--- src/sbc_pkg.sv ---
package sbc_pkg;

    localparam logic [2:0] ST_IRQ_ACK = 3'h0;
    localparam logic [2:0] ST_IO_READ = 3'h1;
    localparam logic [2:0] ST_IO_WRITE = 3'h2;
    localparam logic [2:0] ST_HALT = 3'h3;
    localparam logic [2:0] ST_CODE_FETCH = 3'h4;
    localparam logic [2:0] ST_MEM_READ = 3'h5;
    localparam logic [2:0] ST_MEM_WRITE = 3'h6;
    localparam logic [2:0] ST_PASSIVE = 3'h7;

    localparam int CLK_PERIOD_NS = 20;
    localparam int ENABLE_DELAY_NS = 105;
    localparam int ENABLE_DELAY_CYCLES =
        (ENABLE_DELAY_NS + CLK_PERIOD_NS - 1) / CLK_PERIOD_NS;

    localparam logic CMD_INACTIVE_N = 1'h1;
    localparam logic DIR_IDLE = 1'h1;
    localparam logic CTRL_OFF = 1'h0;

    typedef enum logic [1:0] {
        PH_IDLE = 2'b00,
        PH_LATCH = 2'b01,
        PH_EARLY = 2'b10,
        PH_LATE = 2'b11
    } sbc_phase_t;

endpackage

--- src/sbc_ctrl.sv ---
`timescale 1ns/1ns
module sbc_ctrl
    import sbc_pkg::*;
#(
    parameter int ENABLE_CYCLES = sbc_pkg::ENABLE_DELAY_CYCLES
) (
    // Clock and reset
    input wire logic i_sys_clk,
    input wire logic i_rst,
    // Processor status and straps
    input wire logic [2:0] i_cpu_status_lines,
    input wire logic i_bus_mode_strap,
    input wire logic i_arbitration_enable_n,
    input wire logic i_command_gate,
    // Memory commands, active low, and their active-high output enable
    output logic o_mem_read_cmd_n,
    output logic o_early_mem_write_cmd_n,
    output logic o_mem_write_cmd_n,
    output logic o_mem_cmd_oe,
    // I/O and acknowledge commands, active low, and their active-high output enable
    output logic o_io_read_cmd_n,
    output logic o_io_write_cmd_n,
    output logic o_early_io_write_cmd_n,
    output logic o_irq_ack_cmd_n,
    output logic o_io_cmd_oe,
    // Transceiver and latch controls
    output logic o_xcvr_direction,
    output logic o_addr_latch_strobe,
    output logic o_data_xcvr_enable,
    output logic o_cascade_or_periph_data_enable
);
    import sbc_pkg::*;

    typedef struct packed {
        sbc_phase_t phase;
        logic [2:0] kind;
        logic mrd_n;
        logic amw_n;
        logic mwt_n;
        logic ior_n;
        logic iow_n;
        logic aiow_n;
        logic ack_n;
        logic mem_oe;
        logic io_oe;
        logic dir;
        logic ale;
        logic data_xcvr_enable;
        logic dual;
    } sbc_state_t;

    sbc_state_t state_q;
    sbc_state_t state_d;
    logic arb_ready;

    sbc_arb_timer #(
        .CYCLES(ENABLE_CYCLES)
    ) u_arb_timer (
        .i_sys_clk(i_sys_clk),
        .i_rst(i_rst),
        .i_active(!i_arbitration_enable_n),
        .o_done(arb_ready)
    );

    always_comb begin
        logic passive;
        logic gate;
        logic early;
        logic late;
        logic data_cyc;
        logic is_mem_rd;
        logic is_mem_wr;
        logic is_io_rd;
        logic is_io_wr;
        logic is_ack;
        logic is_read;
        logic io_kind;
        logic mem_ok;
        logic io_ok;
        passive = (i_cpu_status_lines == ST_PASSIVE);
        gate = i_command_gate;
        // Helpers start cleared so that no path reads a stale value.
        early = 1'h0;
        late = 1'h0;
        data_cyc = 1'h0;
        is_mem_rd = 1'h0;
        is_mem_wr = 1'h0;
        is_io_rd = 1'h0;
        is_io_wr = 1'h0;
        is_ack = 1'h0;
        is_read = 1'h0;
        io_kind = 1'h0;
        mem_ok = 1'h0;
        io_ok = 1'h0;
        state_d = state_q;
        state_d.ale = CTRL_OFF;
        // Phase sequencing on every rising edge of the system clock.
        unique case (state_q.phase)
            PH_IDLE: begin
                if (!passive) begin
                    state_d.phase = PH_LATCH;
                    state_d.kind = i_cpu_status_lines;
                    state_d.ale = !CTRL_OFF;
                end
            end
            PH_LATCH: begin
                state_d.phase = PH_EARLY;
            end
            PH_EARLY: begin
                state_d.phase = PH_LATE;
            end
            PH_LATE: begin
                state_d.phase = PH_LATE;
            end
        endcase
        // A return to passive ends the cycle from any phase.
        if (state_q.phase != PH_IDLE && passive) begin
            state_d.phase = PH_IDLE;
        end

        early = (state_d.phase == PH_EARLY) || (state_d.phase == PH_LATE);
        late = (state_d.phase == PH_LATE);
        is_ack = (state_d.kind == ST_IRQ_ACK);
        is_io_rd = (state_d.kind == ST_IO_READ);
        is_io_wr = (state_d.kind == ST_IO_WRITE);
        is_mem_rd = (state_d.kind == ST_CODE_FETCH) ||
                    (state_d.kind == ST_MEM_READ);
        is_mem_wr = (state_d.kind == ST_MEM_WRITE);
        is_read = is_ack || is_io_rd || is_mem_rd;
        io_kind = is_ack || is_io_rd || is_io_wr;
        data_cyc = early && (is_read || is_io_wr || is_mem_wr);

        // Commands: early group with the read timing, normal writes later.
        state_d.mrd_n = !(gate && early && is_mem_rd);
        state_d.amw_n = !(gate && early && is_mem_wr);
        state_d.mwt_n = !(gate && late && is_mem_wr);
        state_d.aiow_n = !(gate && early && is_io_wr);
        state_d.iow_n = !(gate && late && is_io_wr);
        state_d.ior_n = !(gate && early && is_io_rd);
        state_d.ack_n = !(gate && early && is_ack);

        // Drivers float until the arbitration delay has run out; in I/O bus mode the strap keeps the I/O drivers on.
        // Losing the grant floats the memory drivers at once, without waiting on the
        // timer; the I/O drivers float a cycle later, once the timer has cleared.
        mem_ok = arb_ready && !i_arbitration_enable_n;
        io_ok = i_bus_mode_strap || arb_ready;
        state_d.mem_oe = mem_ok;
        state_d.io_oe = io_ok;

        // Direction leans to transmit between cycles, as writes do.
        state_d.dir = !((state_d.phase != PH_IDLE) && is_read);

        // In I/O bus mode the I/O traffic moves to the second transceiver
        // set, so the system transceivers stay shut for it.
        if (i_bus_mode_strap) begin
            state_d.data_xcvr_enable = gate && data_cyc && !io_kind && mem_ok;
            state_d.dual = gate && data_cyc && io_kind;
        end else begin
            state_d.data_xcvr_enable = gate && data_cyc && mem_ok;
            state_d.dual = gate && (state_d.phase == PH_LATCH) &&
                           is_ack;
        end
    end

    always_ff @(posedge i_sys_clk or posedge i_rst) begin
        if (i_rst) begin
            state_q.phase <= PH_IDLE;
            state_q.kind <= ST_PASSIVE;
            state_q.mrd_n <= CMD_INACTIVE_N;
            state_q.amw_n <= CMD_INACTIVE_N;
            state_q.mwt_n <= CMD_INACTIVE_N;
            state_q.ior_n <= CMD_INACTIVE_N;
            state_q.iow_n <= CMD_INACTIVE_N;
            state_q.aiow_n <= CMD_INACTIVE_N;
            state_q.ack_n <= CMD_INACTIVE_N;
            state_q.mem_oe <= CTRL_OFF;
            state_q.io_oe <= CTRL_OFF;
            state_q.dir <= DIR_IDLE;
            state_q.ale <= CTRL_OFF;
            state_q.data_xcvr_enable <= CTRL_OFF;
            state_q.dual <= CTRL_OFF;
        end else begin
            state_q <= state_d;
        end
    end

    assign o_mem_read_cmd_n = state_q.mrd_n;
    assign o_early_mem_write_cmd_n = state_q.amw_n;
    assign o_mem_write_cmd_n = state_q.mwt_n;
    assign o_mem_cmd_oe = state_q.mem_oe;
    assign o_io_read_cmd_n = state_q.ior_n;
    assign o_io_write_cmd_n = state_q.iow_n;
    assign o_early_io_write_cmd_n = state_q.aiow_n;
    assign o_irq_ack_cmd_n = state_q.ack_n;
    assign o_io_cmd_oe = state_q.io_oe;
    assign o_xcvr_direction = state_q.dir;
    assign o_addr_latch_strobe = state_q.ale;
    assign o_data_xcvr_enable = state_q.data_xcvr_enable;
    assign o_cascade_or_periph_data_enable = state_q.dual;

    chk_ale_one_pulse: assert property (
        @(posedge i_sys_clk) disable iff (i_rst)
        o_addr_latch_strobe |=> !o_addr_latch_strobe)
        else $error("Address strobe lasted more than one cycle.");

    chk_ale_each_cycle: assert property (
        @(posedge i_sys_clk) disable iff (i_rst)
        ($past(i_cpu_status_lines) == ST_PASSIVE &&
         i_cpu_status_lines != ST_PASSIVE) |=> o_addr_latch_strobe)
        else $error("Bus cycle started without an address strobe.");

    chk_dir_write: assert property (
        @(posedge i_sys_clk) disable iff (i_rst)
        (o_addr_latch_strobe && state_q.kind == ST_IO_WRITE) |->
        o_xcvr_direction)
        else $error("Direction low during a write cycle.");

    chk_io_mode_oe: assert property (
        @(posedge i_sys_clk) disable iff (i_rst)
        i_bus_mode_strap |=> o_io_cmd_oe)
        else $error("I/O commands floated in I/O bus mode.");

    chk_arb_delay: assert property (
        @(posedge i_sys_clk) disable iff (i_rst)
        $fell(i_arbitration_enable_n) ##0 !i_arbitration_enable_n [*7]
        |=> o_mem_cmd_oe)
        else $error("Memory commands not enabled after the delay.");

    chk_arb_not_early: assert property (
        @(posedge i_sys_clk) disable iff (i_rst)
        $fell(i_arbitration_enable_n) |-> !o_mem_cmd_oe [*3])
        else $error("Memory commands enabled too soon.");

    chk_arb_float: assert property (
        @(posedge i_sys_clk) disable iff (i_rst)
        i_arbitration_enable_n |=> !o_mem_cmd_oe)
        else $error("Memory commands driven without arbitration.");

    chk_gate_quiet: assert property (
        @(posedge i_sys_clk) disable iff (i_rst)
        !i_command_gate |=> (o_mem_read_cmd_n && o_mem_write_cmd_n &&
        o_early_mem_write_cmd_n && o_io_read_cmd_n && o_io_write_cmd_n &&
        o_early_io_write_cmd_n && o_irq_ack_cmd_n && !o_data_xcvr_enable &&
        !o_cascade_or_periph_data_enable))
        else $error("Output active while the command gate is low.");

    chk_write_order: assert property (
        @(posedge i_sys_clk) disable iff (i_rst)
        (!o_early_mem_write_cmd_n && o_mem_write_cmd_n) |=>
        (!o_mem_write_cmd_n || o_early_mem_write_cmd_n))
        else $error("Normal memory write did not follow the early one.");

    chk_passive_end: assert property (
        @(posedge i_sys_clk) disable iff (i_rst)
        (i_cpu_status_lines == ST_PASSIVE) |=> (o_mem_read_cmd_n &&
        o_early_mem_write_cmd_n && o_mem_write_cmd_n && o_io_read_cmd_n &&
        o_io_write_cmd_n && o_early_io_write_cmd_n && o_irq_ack_cmd_n))
        else $error("Command still active after passive status.");

    chk_dir_read: assert property (
        @(posedge i_sys_clk) disable iff (i_rst)
        (!o_mem_read_cmd_n || !o_io_read_cmd_n || !o_irq_ack_cmd_n) |->
        !o_xcvr_direction)
        else $error("Direction high during a read command.");

    chk_dir_writes: assert property (
        @(posedge i_sys_clk) disable iff (i_rst)
        (!o_early_mem_write_cmd_n || !o_early_io_write_cmd_n) |->
        o_xcvr_direction)
        else $error("Direction low during a write command.");

    chk_read_early: assert property (
        @(posedge i_sys_clk) disable iff (i_rst)
        (o_addr_latch_strobe && i_command_gate &&
         i_cpu_status_lines != ST_PASSIVE &&
         (state_q.kind == ST_MEM_READ || state_q.kind == ST_CODE_FETCH))
        |=> !o_mem_read_cmd_n)
        else $error("Memory read command not issued after the strobe.");

    chk_mem_write_early: assert property (
        @(posedge i_sys_clk) disable iff (i_rst)
        (o_addr_latch_strobe && i_command_gate &&
         i_cpu_status_lines != ST_PASSIVE &&
         state_q.kind == ST_MEM_WRITE) |=>
        (!o_early_mem_write_cmd_n && o_mem_write_cmd_n))
        else $error("Memory write commands out of step.");

    chk_io_write_early: assert property (
        @(posedge i_sys_clk) disable iff (i_rst)
        (o_addr_latch_strobe && i_command_gate &&
         i_cpu_status_lines != ST_PASSIVE &&
         state_q.kind == ST_IO_WRITE) |=>
        (!o_early_io_write_cmd_n && o_io_write_cmd_n))
        else $error("I/O write commands out of step.");

    chk_io_write_pair: assert property (
        @(posedge i_sys_clk) disable iff (i_rst)
        !o_io_write_cmd_n |-> !o_early_io_write_cmd_n)
        else $error("Normal I/O write without the early one.");

    chk_halt_quiet: assert property (
        @(posedge i_sys_clk) disable iff (i_rst)
        (state_q.kind == ST_HALT) |-> (o_mem_read_cmd_n &&
        o_early_mem_write_cmd_n && o_mem_write_cmd_n && o_io_read_cmd_n &&
        o_io_write_cmd_n && o_early_io_write_cmd_n && o_irq_ack_cmd_n))
        else $error("Command issued during a halt cycle.");

    chk_cascade_ack: assert property (
        @(posedge i_sys_clk) disable iff (i_rst)
        (!$past(i_bus_mode_strap) && o_cascade_or_periph_data_enable) |->
        (o_addr_latch_strobe && state_q.kind == ST_IRQ_ACK))
        else $error("Cascade enable outside an acknowledge strobe.");

    chk_periph_enable: assert property (
        @(posedge i_sys_clk) disable iff (i_rst)
        ($past(i_bus_mode_strap) && (!o_io_read_cmd_n ||
         !o_early_io_write_cmd_n || !o_irq_ack_cmd_n)) |->
        (o_cascade_or_periph_data_enable && !o_data_xcvr_enable))
        else $error("I/O bus transfer without the peripheral enable.");

    chk_den_memory: assert property (
        @(posedge i_sys_clk) disable iff (i_rst)
        ((!o_mem_read_cmd_n || !o_early_mem_write_cmd_n) &&
         o_mem_cmd_oe) |-> o_data_xcvr_enable)
        else $error("Data enable low during a memory transfer.");

endmodule

--- src/sbc_arb_timer.sv ---
`timescale 1ns/1ns
module sbc_arb_timer
    import sbc_pkg::*;
#(
    parameter int CYCLES = sbc_pkg::ENABLE_DELAY_CYCLES
) (
    // Clock and reset
    input wire logic i_sys_clk,
    input wire logic i_rst,
    // Level to be timed and its qualified result
    input wire logic i_active,
    output logic o_done
);
    localparam int CW = $clog2(CYCLES + 1);

    typedef struct packed {
        logic [CW-1:0] cnt;
    } sbc_tmr_state_t;

    sbc_tmr_state_t state_q;
    sbc_tmr_state_t state_d;

    // The count saturates, so a long grant never wraps back to disabled.
    always_comb begin
        state_d = state_q;
        if (!i_active) begin
            state_d.cnt = '0;
        end else if (state_q.cnt != CW'(CYCLES)) begin
            state_d.cnt = state_q.cnt + CW'(1);
        end
    end

    always_ff @(posedge i_sys_clk or posedge i_rst) begin
        if (i_rst) begin
            state_q <= '0;
        end else begin
            state_q <= state_d;
        end
    end

    assign o_done = (state_q.cnt == CW'(CYCLES));

endmodule

--- config.mk ---
export PLATFORM = sky130hd
export DESIGN_NAME = sbc_ctrl
export DESIGN_NICKNAME = d
export VERILOG_FILES = /design/src/sbc_pkg.sv /design/src/sbc_ctrl.sv /design/src/sbc_arb_timer.sv
export SDC_FILE = /design/constraint.sdc
export NUM_CORES = 1
export LEC_CHECK = 0
export BUFFER_PORTS_ARGS = -buffer_cell sky130_fd_sc_hd__clkbuf_2
export CAP_MARGIN = 15
export CORE_MARGIN = 1.5
export CORE_UTILIZATION = 45
export DETAILED_ROUTE_END_ITERATION = 7
export MAX_ROUTING_LAYER = met4
export PLACE_DENSITY_LB_ADDON = 0.25
export SYNTH_ARGS = -nofsm -noshare
export SYNTH_HDL_FRONTEND = slang
export SYNTH_SLANG_ARGS = --single-unit
--- constraint.sdc ---
create_clock -name i_sys_clk -period 4 [get_ports i_sys_clk]
set_input_delay 0.6 -clock i_sys_clk [delete_from_list [all_inputs] [get_ports i_sys_clk]]
set_output_delay 0.6 -clock i_sys_clk [all_outputs]
set_load 0.01 [all_outputs]
## Word level (Yosys, flattened, before mapping)

Index checks and enable logic that the tools add are counted.

- Register bits: 21
- Output and inout bits: 13
- Logic and storage cells: 84

- Add/subtract/negate cells: 1
- Eq/ne operators: 14
- Multiplexer cells: 9
- Reduce and logical (&&, ||, !) cells: 44

Operators with widths:

| cell | count |
|---|---|
| logical AND 1 bit | 20 |
| equality test 3 bit, second input constant | 5 |
| logical NOT 1 bit | 10 |
| 2-to-1 mux 3 bit | 3 |
| equality test 2 bit, second input constant | 4 |
| logical OR 1 bit | 8 |
| case mux 2 bit (3 select lines) | 1 |
| nonzero test 2 bit | 3 |
| 2-to-1 mux 5 bit | 1 |
| equality test 2 x 1 -> 1 bit, second input constant | 2 |
| 2-to-1 mux 2 bit | 2 |
| adder 3 x 1 -> 3 bit, second input constant | 1 |
| equality test 3 x 1 -> 1 bit, second input constant | 1 |
| equality test 3 x 2 -> 1 bit, second input constant | 1 |
| logical NOT 3 bit | 1 |
| inequality test 3 bit, second input constant | 1 |
| logical NOT 2 bit | 1 |
| 2-to-1 mux 1 bit | 2 |
| OR reduction 2 bit | 1 |

## Longest topological paths before layout

- Depth after elaboration: 13
- Mapped depth: 5
- Depth with buffers taken out: 5

## Modules after synthesis

A second synthesis with hierarchy kept.

- Cell total of the unflattened synthesis: 75
- Area, all modules: 889.6 um^2

Modules (own cells, without submodules):

| module | instances | cells each | area each (um^2) | sequential area each (um^2) |
|---|---|---|---|---|
| sbc_ctrl | 1 | 58 | 715.7 | 464.2 |
| sbc_arb_timer | 1 | 17 | 173.9 | 75.1 |

## Least setup slack after synthesis

Ideal clock, no wire load.

- Kind: reg2reg
- Start: reg state_q[16] (netlist name)
- End: reg state_q, in the netlist o_early_io_write_cmd_n
- Arrival time: 1471 ps
- Data required time: 3906 ps
- Slack: 2435 ps
- Cell stages (with the launch flop): 6
- Clock period less this slack: 1565 ps
- Path through: dfrtp_1 -> or2_1 -> buf_6 -> o22ai_2 -> inv_2 -> or4_4

RTL lines:

| item | RTL line | RTL |
|---|---|---|
| start: declaration | sbc_ctrl.sv:52 | `sbc_state_t state_q;` |
| start signal: assignment | sbc_ctrl.sv:183 | `state_q <= state_d;` |

==> flow_metrics.env <==
export IMPL_htreeDepth=1
export IMPL_ant_nets=0
export IMPL_maxCapViolCount=0
export IMPL_antenna_found_initial=0
export IMPL_min_period_ps=1700
export IMPL_hpwl_mm=1.04
export IMPL_max_slew_worst_pin_slew_ps=724
export IMPL_cts_root_buf="clkbuf_4"
export IMPL_clock_fmax_mhz=588
export IMPL_crit_path_top_delay_cell="or4_4"
export IMPL_slew_headroom=0.517
export IMPL_crit_fanout=9
export IMPL_post_drt_wl_per_cell_um=11.0
export IMPL_postCtsResizedCells=0
export IMPL_syn_num_nets=84
export IMPL_drc=0
export IMPL_fillers=180
export IMPL_final_max_slew_viol_count=0
export IMPL_layout_commonest_cell="clkbuf_2"
export IMPL_clkLatencyLatePin_ps=300
export IMPL_power_density_nw_per_um2=456
export IMPL_grt_pass1_wl_mm=2.39
export IMPL_io_pins=21
export IMPL_yosysSeqAreaShare=0.622
export IMPL_synthCells=74
export IMPL_arrival_ps=1930
export IMPL_synth_cell_types=23
export IMPL_crit_type="reg -> reg"
export IMPL_grt_max_degree=22
export IMPL_rsz0062_at_grt="false"
export IMPL_syn_mean_instance_area_um2=11.7
export IMPL_grt_usage=0.166
export IMPL_final_nets=108
export IMPL_start_util=0.491
export IMPL_clk_pin_slew_ps=110
export IMPL_min_delay_path_class="in -> async"
export IMPL_clockBufferDepth=2
export IMPL_instances_no_fill=122
export IMPL_cp_start_kind="flip-flop"
export IMPL_globalplace_congestion=0.836
export IMPL_numCtsBuffers=3
export IMPL_fin_skew_ps=1.26
export IMPL_slowest_delay_ps=470
export IMPL_dieArea_um2=2200
export IMPL_vias=608
export IMPL_coreArea_um2=1760
export IMPL_rows=15
export IMPL_die_x_um=46.9
export IMPL_cts_tree="done"
export IMPL_setup_viol=0
export IMPL_required_ps=4230
export IMPL_path_cells="or2_1, o22ai_2, inv_2, or4_4"
export IMPL_portBuffers=20
export IMPL_p_leak_uw=0.000480
export IMPL_fin_crit_sh=0.425
export IMPL_viasPerCell=4.98
export IMPL_synth_seq_cells=21
export IMPL_drt_wl_total_mm=1.34
export IMPL_outcome="complete, no violations"
export IMPL_ys_warn_count=0
export IMPL_area_delta_synth_final_pct=17.0
export IMPL_overflow=0
export IMPL_tns_ps=0
export IMPL_drtIter0Drc=4
export IMPL_grt_pass1_vias=548
export IMPL_die_h_um=46.9
export IMPL_diodes=0
export IMPL_firstDrtPassIters=4
export IMPL_placed_cells=118
export IMPL_post_cts_buffers=0
export IMPL_layout_common_cells="20 x clkbuf_2, 11 x dfstp_2, 10 x nor2_1, 10 x dfrtp_1, 6 x nand2_1"
export IMPL_ir_drop_uv=227
export IMPL_clkSinkCount=21
export IMPL_crit_path_end_kind="flip-flop"
export IMPL_power_uw=463
export IMPL_hold_violations=0
export IMPL_drive_gt1_frac=0.402
export IMPL_syn_area_um2=867
export IMPL_cts_hold_buf=0
==> path summary, 6_finish.rpt <==
path / from / end / slack [ps] / depth (start not counted)
min: i_rst / o_cascade_or_periph_data_enable / 380 / 2
max: state_q[16] / o_early_io_write_cmd_n / 2300 / 4
min in group i_sys_clk: i_bus_mode_strap / o_data_xcvr_enable / 510 / 2
max reg2reg: state_q[16] / o_early_io_write_cmd_n / 2300 / 4
max in group asynchronous: i_rst / u_arb_timer.state_q[0] / 3160 / 2
min reg2reg: state_q[15] / o_mem_read_cmd_n / 520 / 1
==> layout make-up <==
type | instances | area [um2] | share of cell area
inverter | 6 | 22.5 | 0.0222
clock buffer | 3 | 22.5 | 0.0222
sequential | 21 | 539 | 0.531
tap | 25 | 31.3 | 0.0308
multi-input combinational | 46 | 294 | 0.290
timing repair buffer | 20 | 100 | 0.0986
clock inverter | 1 | 5.00 | 0.00493
==> state kept, by name, summed over array words and instances (netlist names) <==
register / cells
o_data_xcvr_enable: 1
o_addr_latch_strobe: 1
o_io_cmd_oe: 1
o_mem_write_cmd_n: 1
o_io_write_cmd_n: 1
o_cascade_or_periph_data_enable: 1
o_mem_cmd_oe: 1
o_early_mem_write_cmd_n: 1
o_io_read_cmd_n: 1
o_irq_ack_cmd_n: 1
state_q: 5
o_early_io_write_cmd_n: 1
o_mem_read_cmd_n: 1
u_arb_timer.state_q: 3
o_xcvr_direction: 1
==> kinds of logic (layout without fill, tap and decap cells) <==
family / after synthesis / in the layout / share of synthesized area
AOI/OAI and AO/OA: 10 / 10 / 0.0938
xor gates and xnor gates: 1 / 1 / 0.0101
adders and majority gates: 2 / 2 / 0.0289
buffers and inverters: 7 / 30 / 0.0390
DFF: 21 / 21 / 0.622
and+or+nand+nor: 33 / 33 / 0.206
==> cell usage after synthesis <==
| library cell | instances | share of area |
|---|---|---|
| and4_1 | 1 | 0.010 |
| inv_2 | 1 | 0.0043 |
| nor3_1 | 1 | 0.0058 |
| buf_6 | 1 | 0.013 |
| a211oi_1 | 5 | 0.043 |
| nand2b_1 | 1 | 0.0072 |
| dfrtp_1 | 10 | 0.29 |
| nand2_1 | 6 | 0.026 |
| o22ai_2 | 2 | 0.029 |
| or2_1 | 1 | 0.0072 |
| dfstp_2 | 11 | 0.33 |
| nor2_1 | 10 | 0.043 |
| xnor2_1 | 1 | 0.010 |
| or4b_1 | 2 | 0.023 |
| a22o_1 | 1 | 0.010 |
| ha_1 | 2 | 0.029 |
| or4_1 | 3 | 0.026 |
| a21oi_1 | 2 | 0.012 |
| nand3b_1 | 1 | 0.0087 |
| and3_1 | 1 | 0.0072 |
| inv_1 | 5 | 0.022 |
| nand3_1 | 5 | 0.029 |
| or4_4 | 1 | 0.013 |
==> worst max-delay path: cells and delay by family, from the launching register on <==
| family | cells | cell delay (ps) |
|---|---|---|
| AND/OR/NAND/NOR | 2 | 830 |
| AO/OA/AOI/OAI | 1 | 260 |
| flip-flops | 1 | 440 |
| buffers and inverters | 1 | 90 |
==> stage by stage <==
step | area, um2 | utilization | hold slack, ps | worst slack (ps)
CTS | 1010 | 0.575 | 398 | 2300
detailed placement | 987 | 0.560 | 493 | 2230
floorplan | 867 | - | 463 | 2440
finish | 1010 | 0.575 | 382 | 2300
global route | 1010 | 0.575 | 464 | 2190
global placement | 987 | 0.560 | 488 | 2290
==> power by group <==
part	total, uW	internal, uW	switching [uW]	leakage, uW
Clock	96.9	37.3	59.7	0.0000177
Combinational	87.5	36.3	51.2	0.000220
Sequential	278	257	21.7	0.000242
==> routing by layer <==
| layer | share of wire | track usage |
|---|---|---|
| met1 | 0.48 | 0.211 |
| met2 | 0.45 | 0.236 |
| met5 | 0 | - |
| met4 | 0.030 | 0.117 |
| met3 | 0.040 | 0.0346 |
No activity file was read; power rests on OpenSTA's default activity.
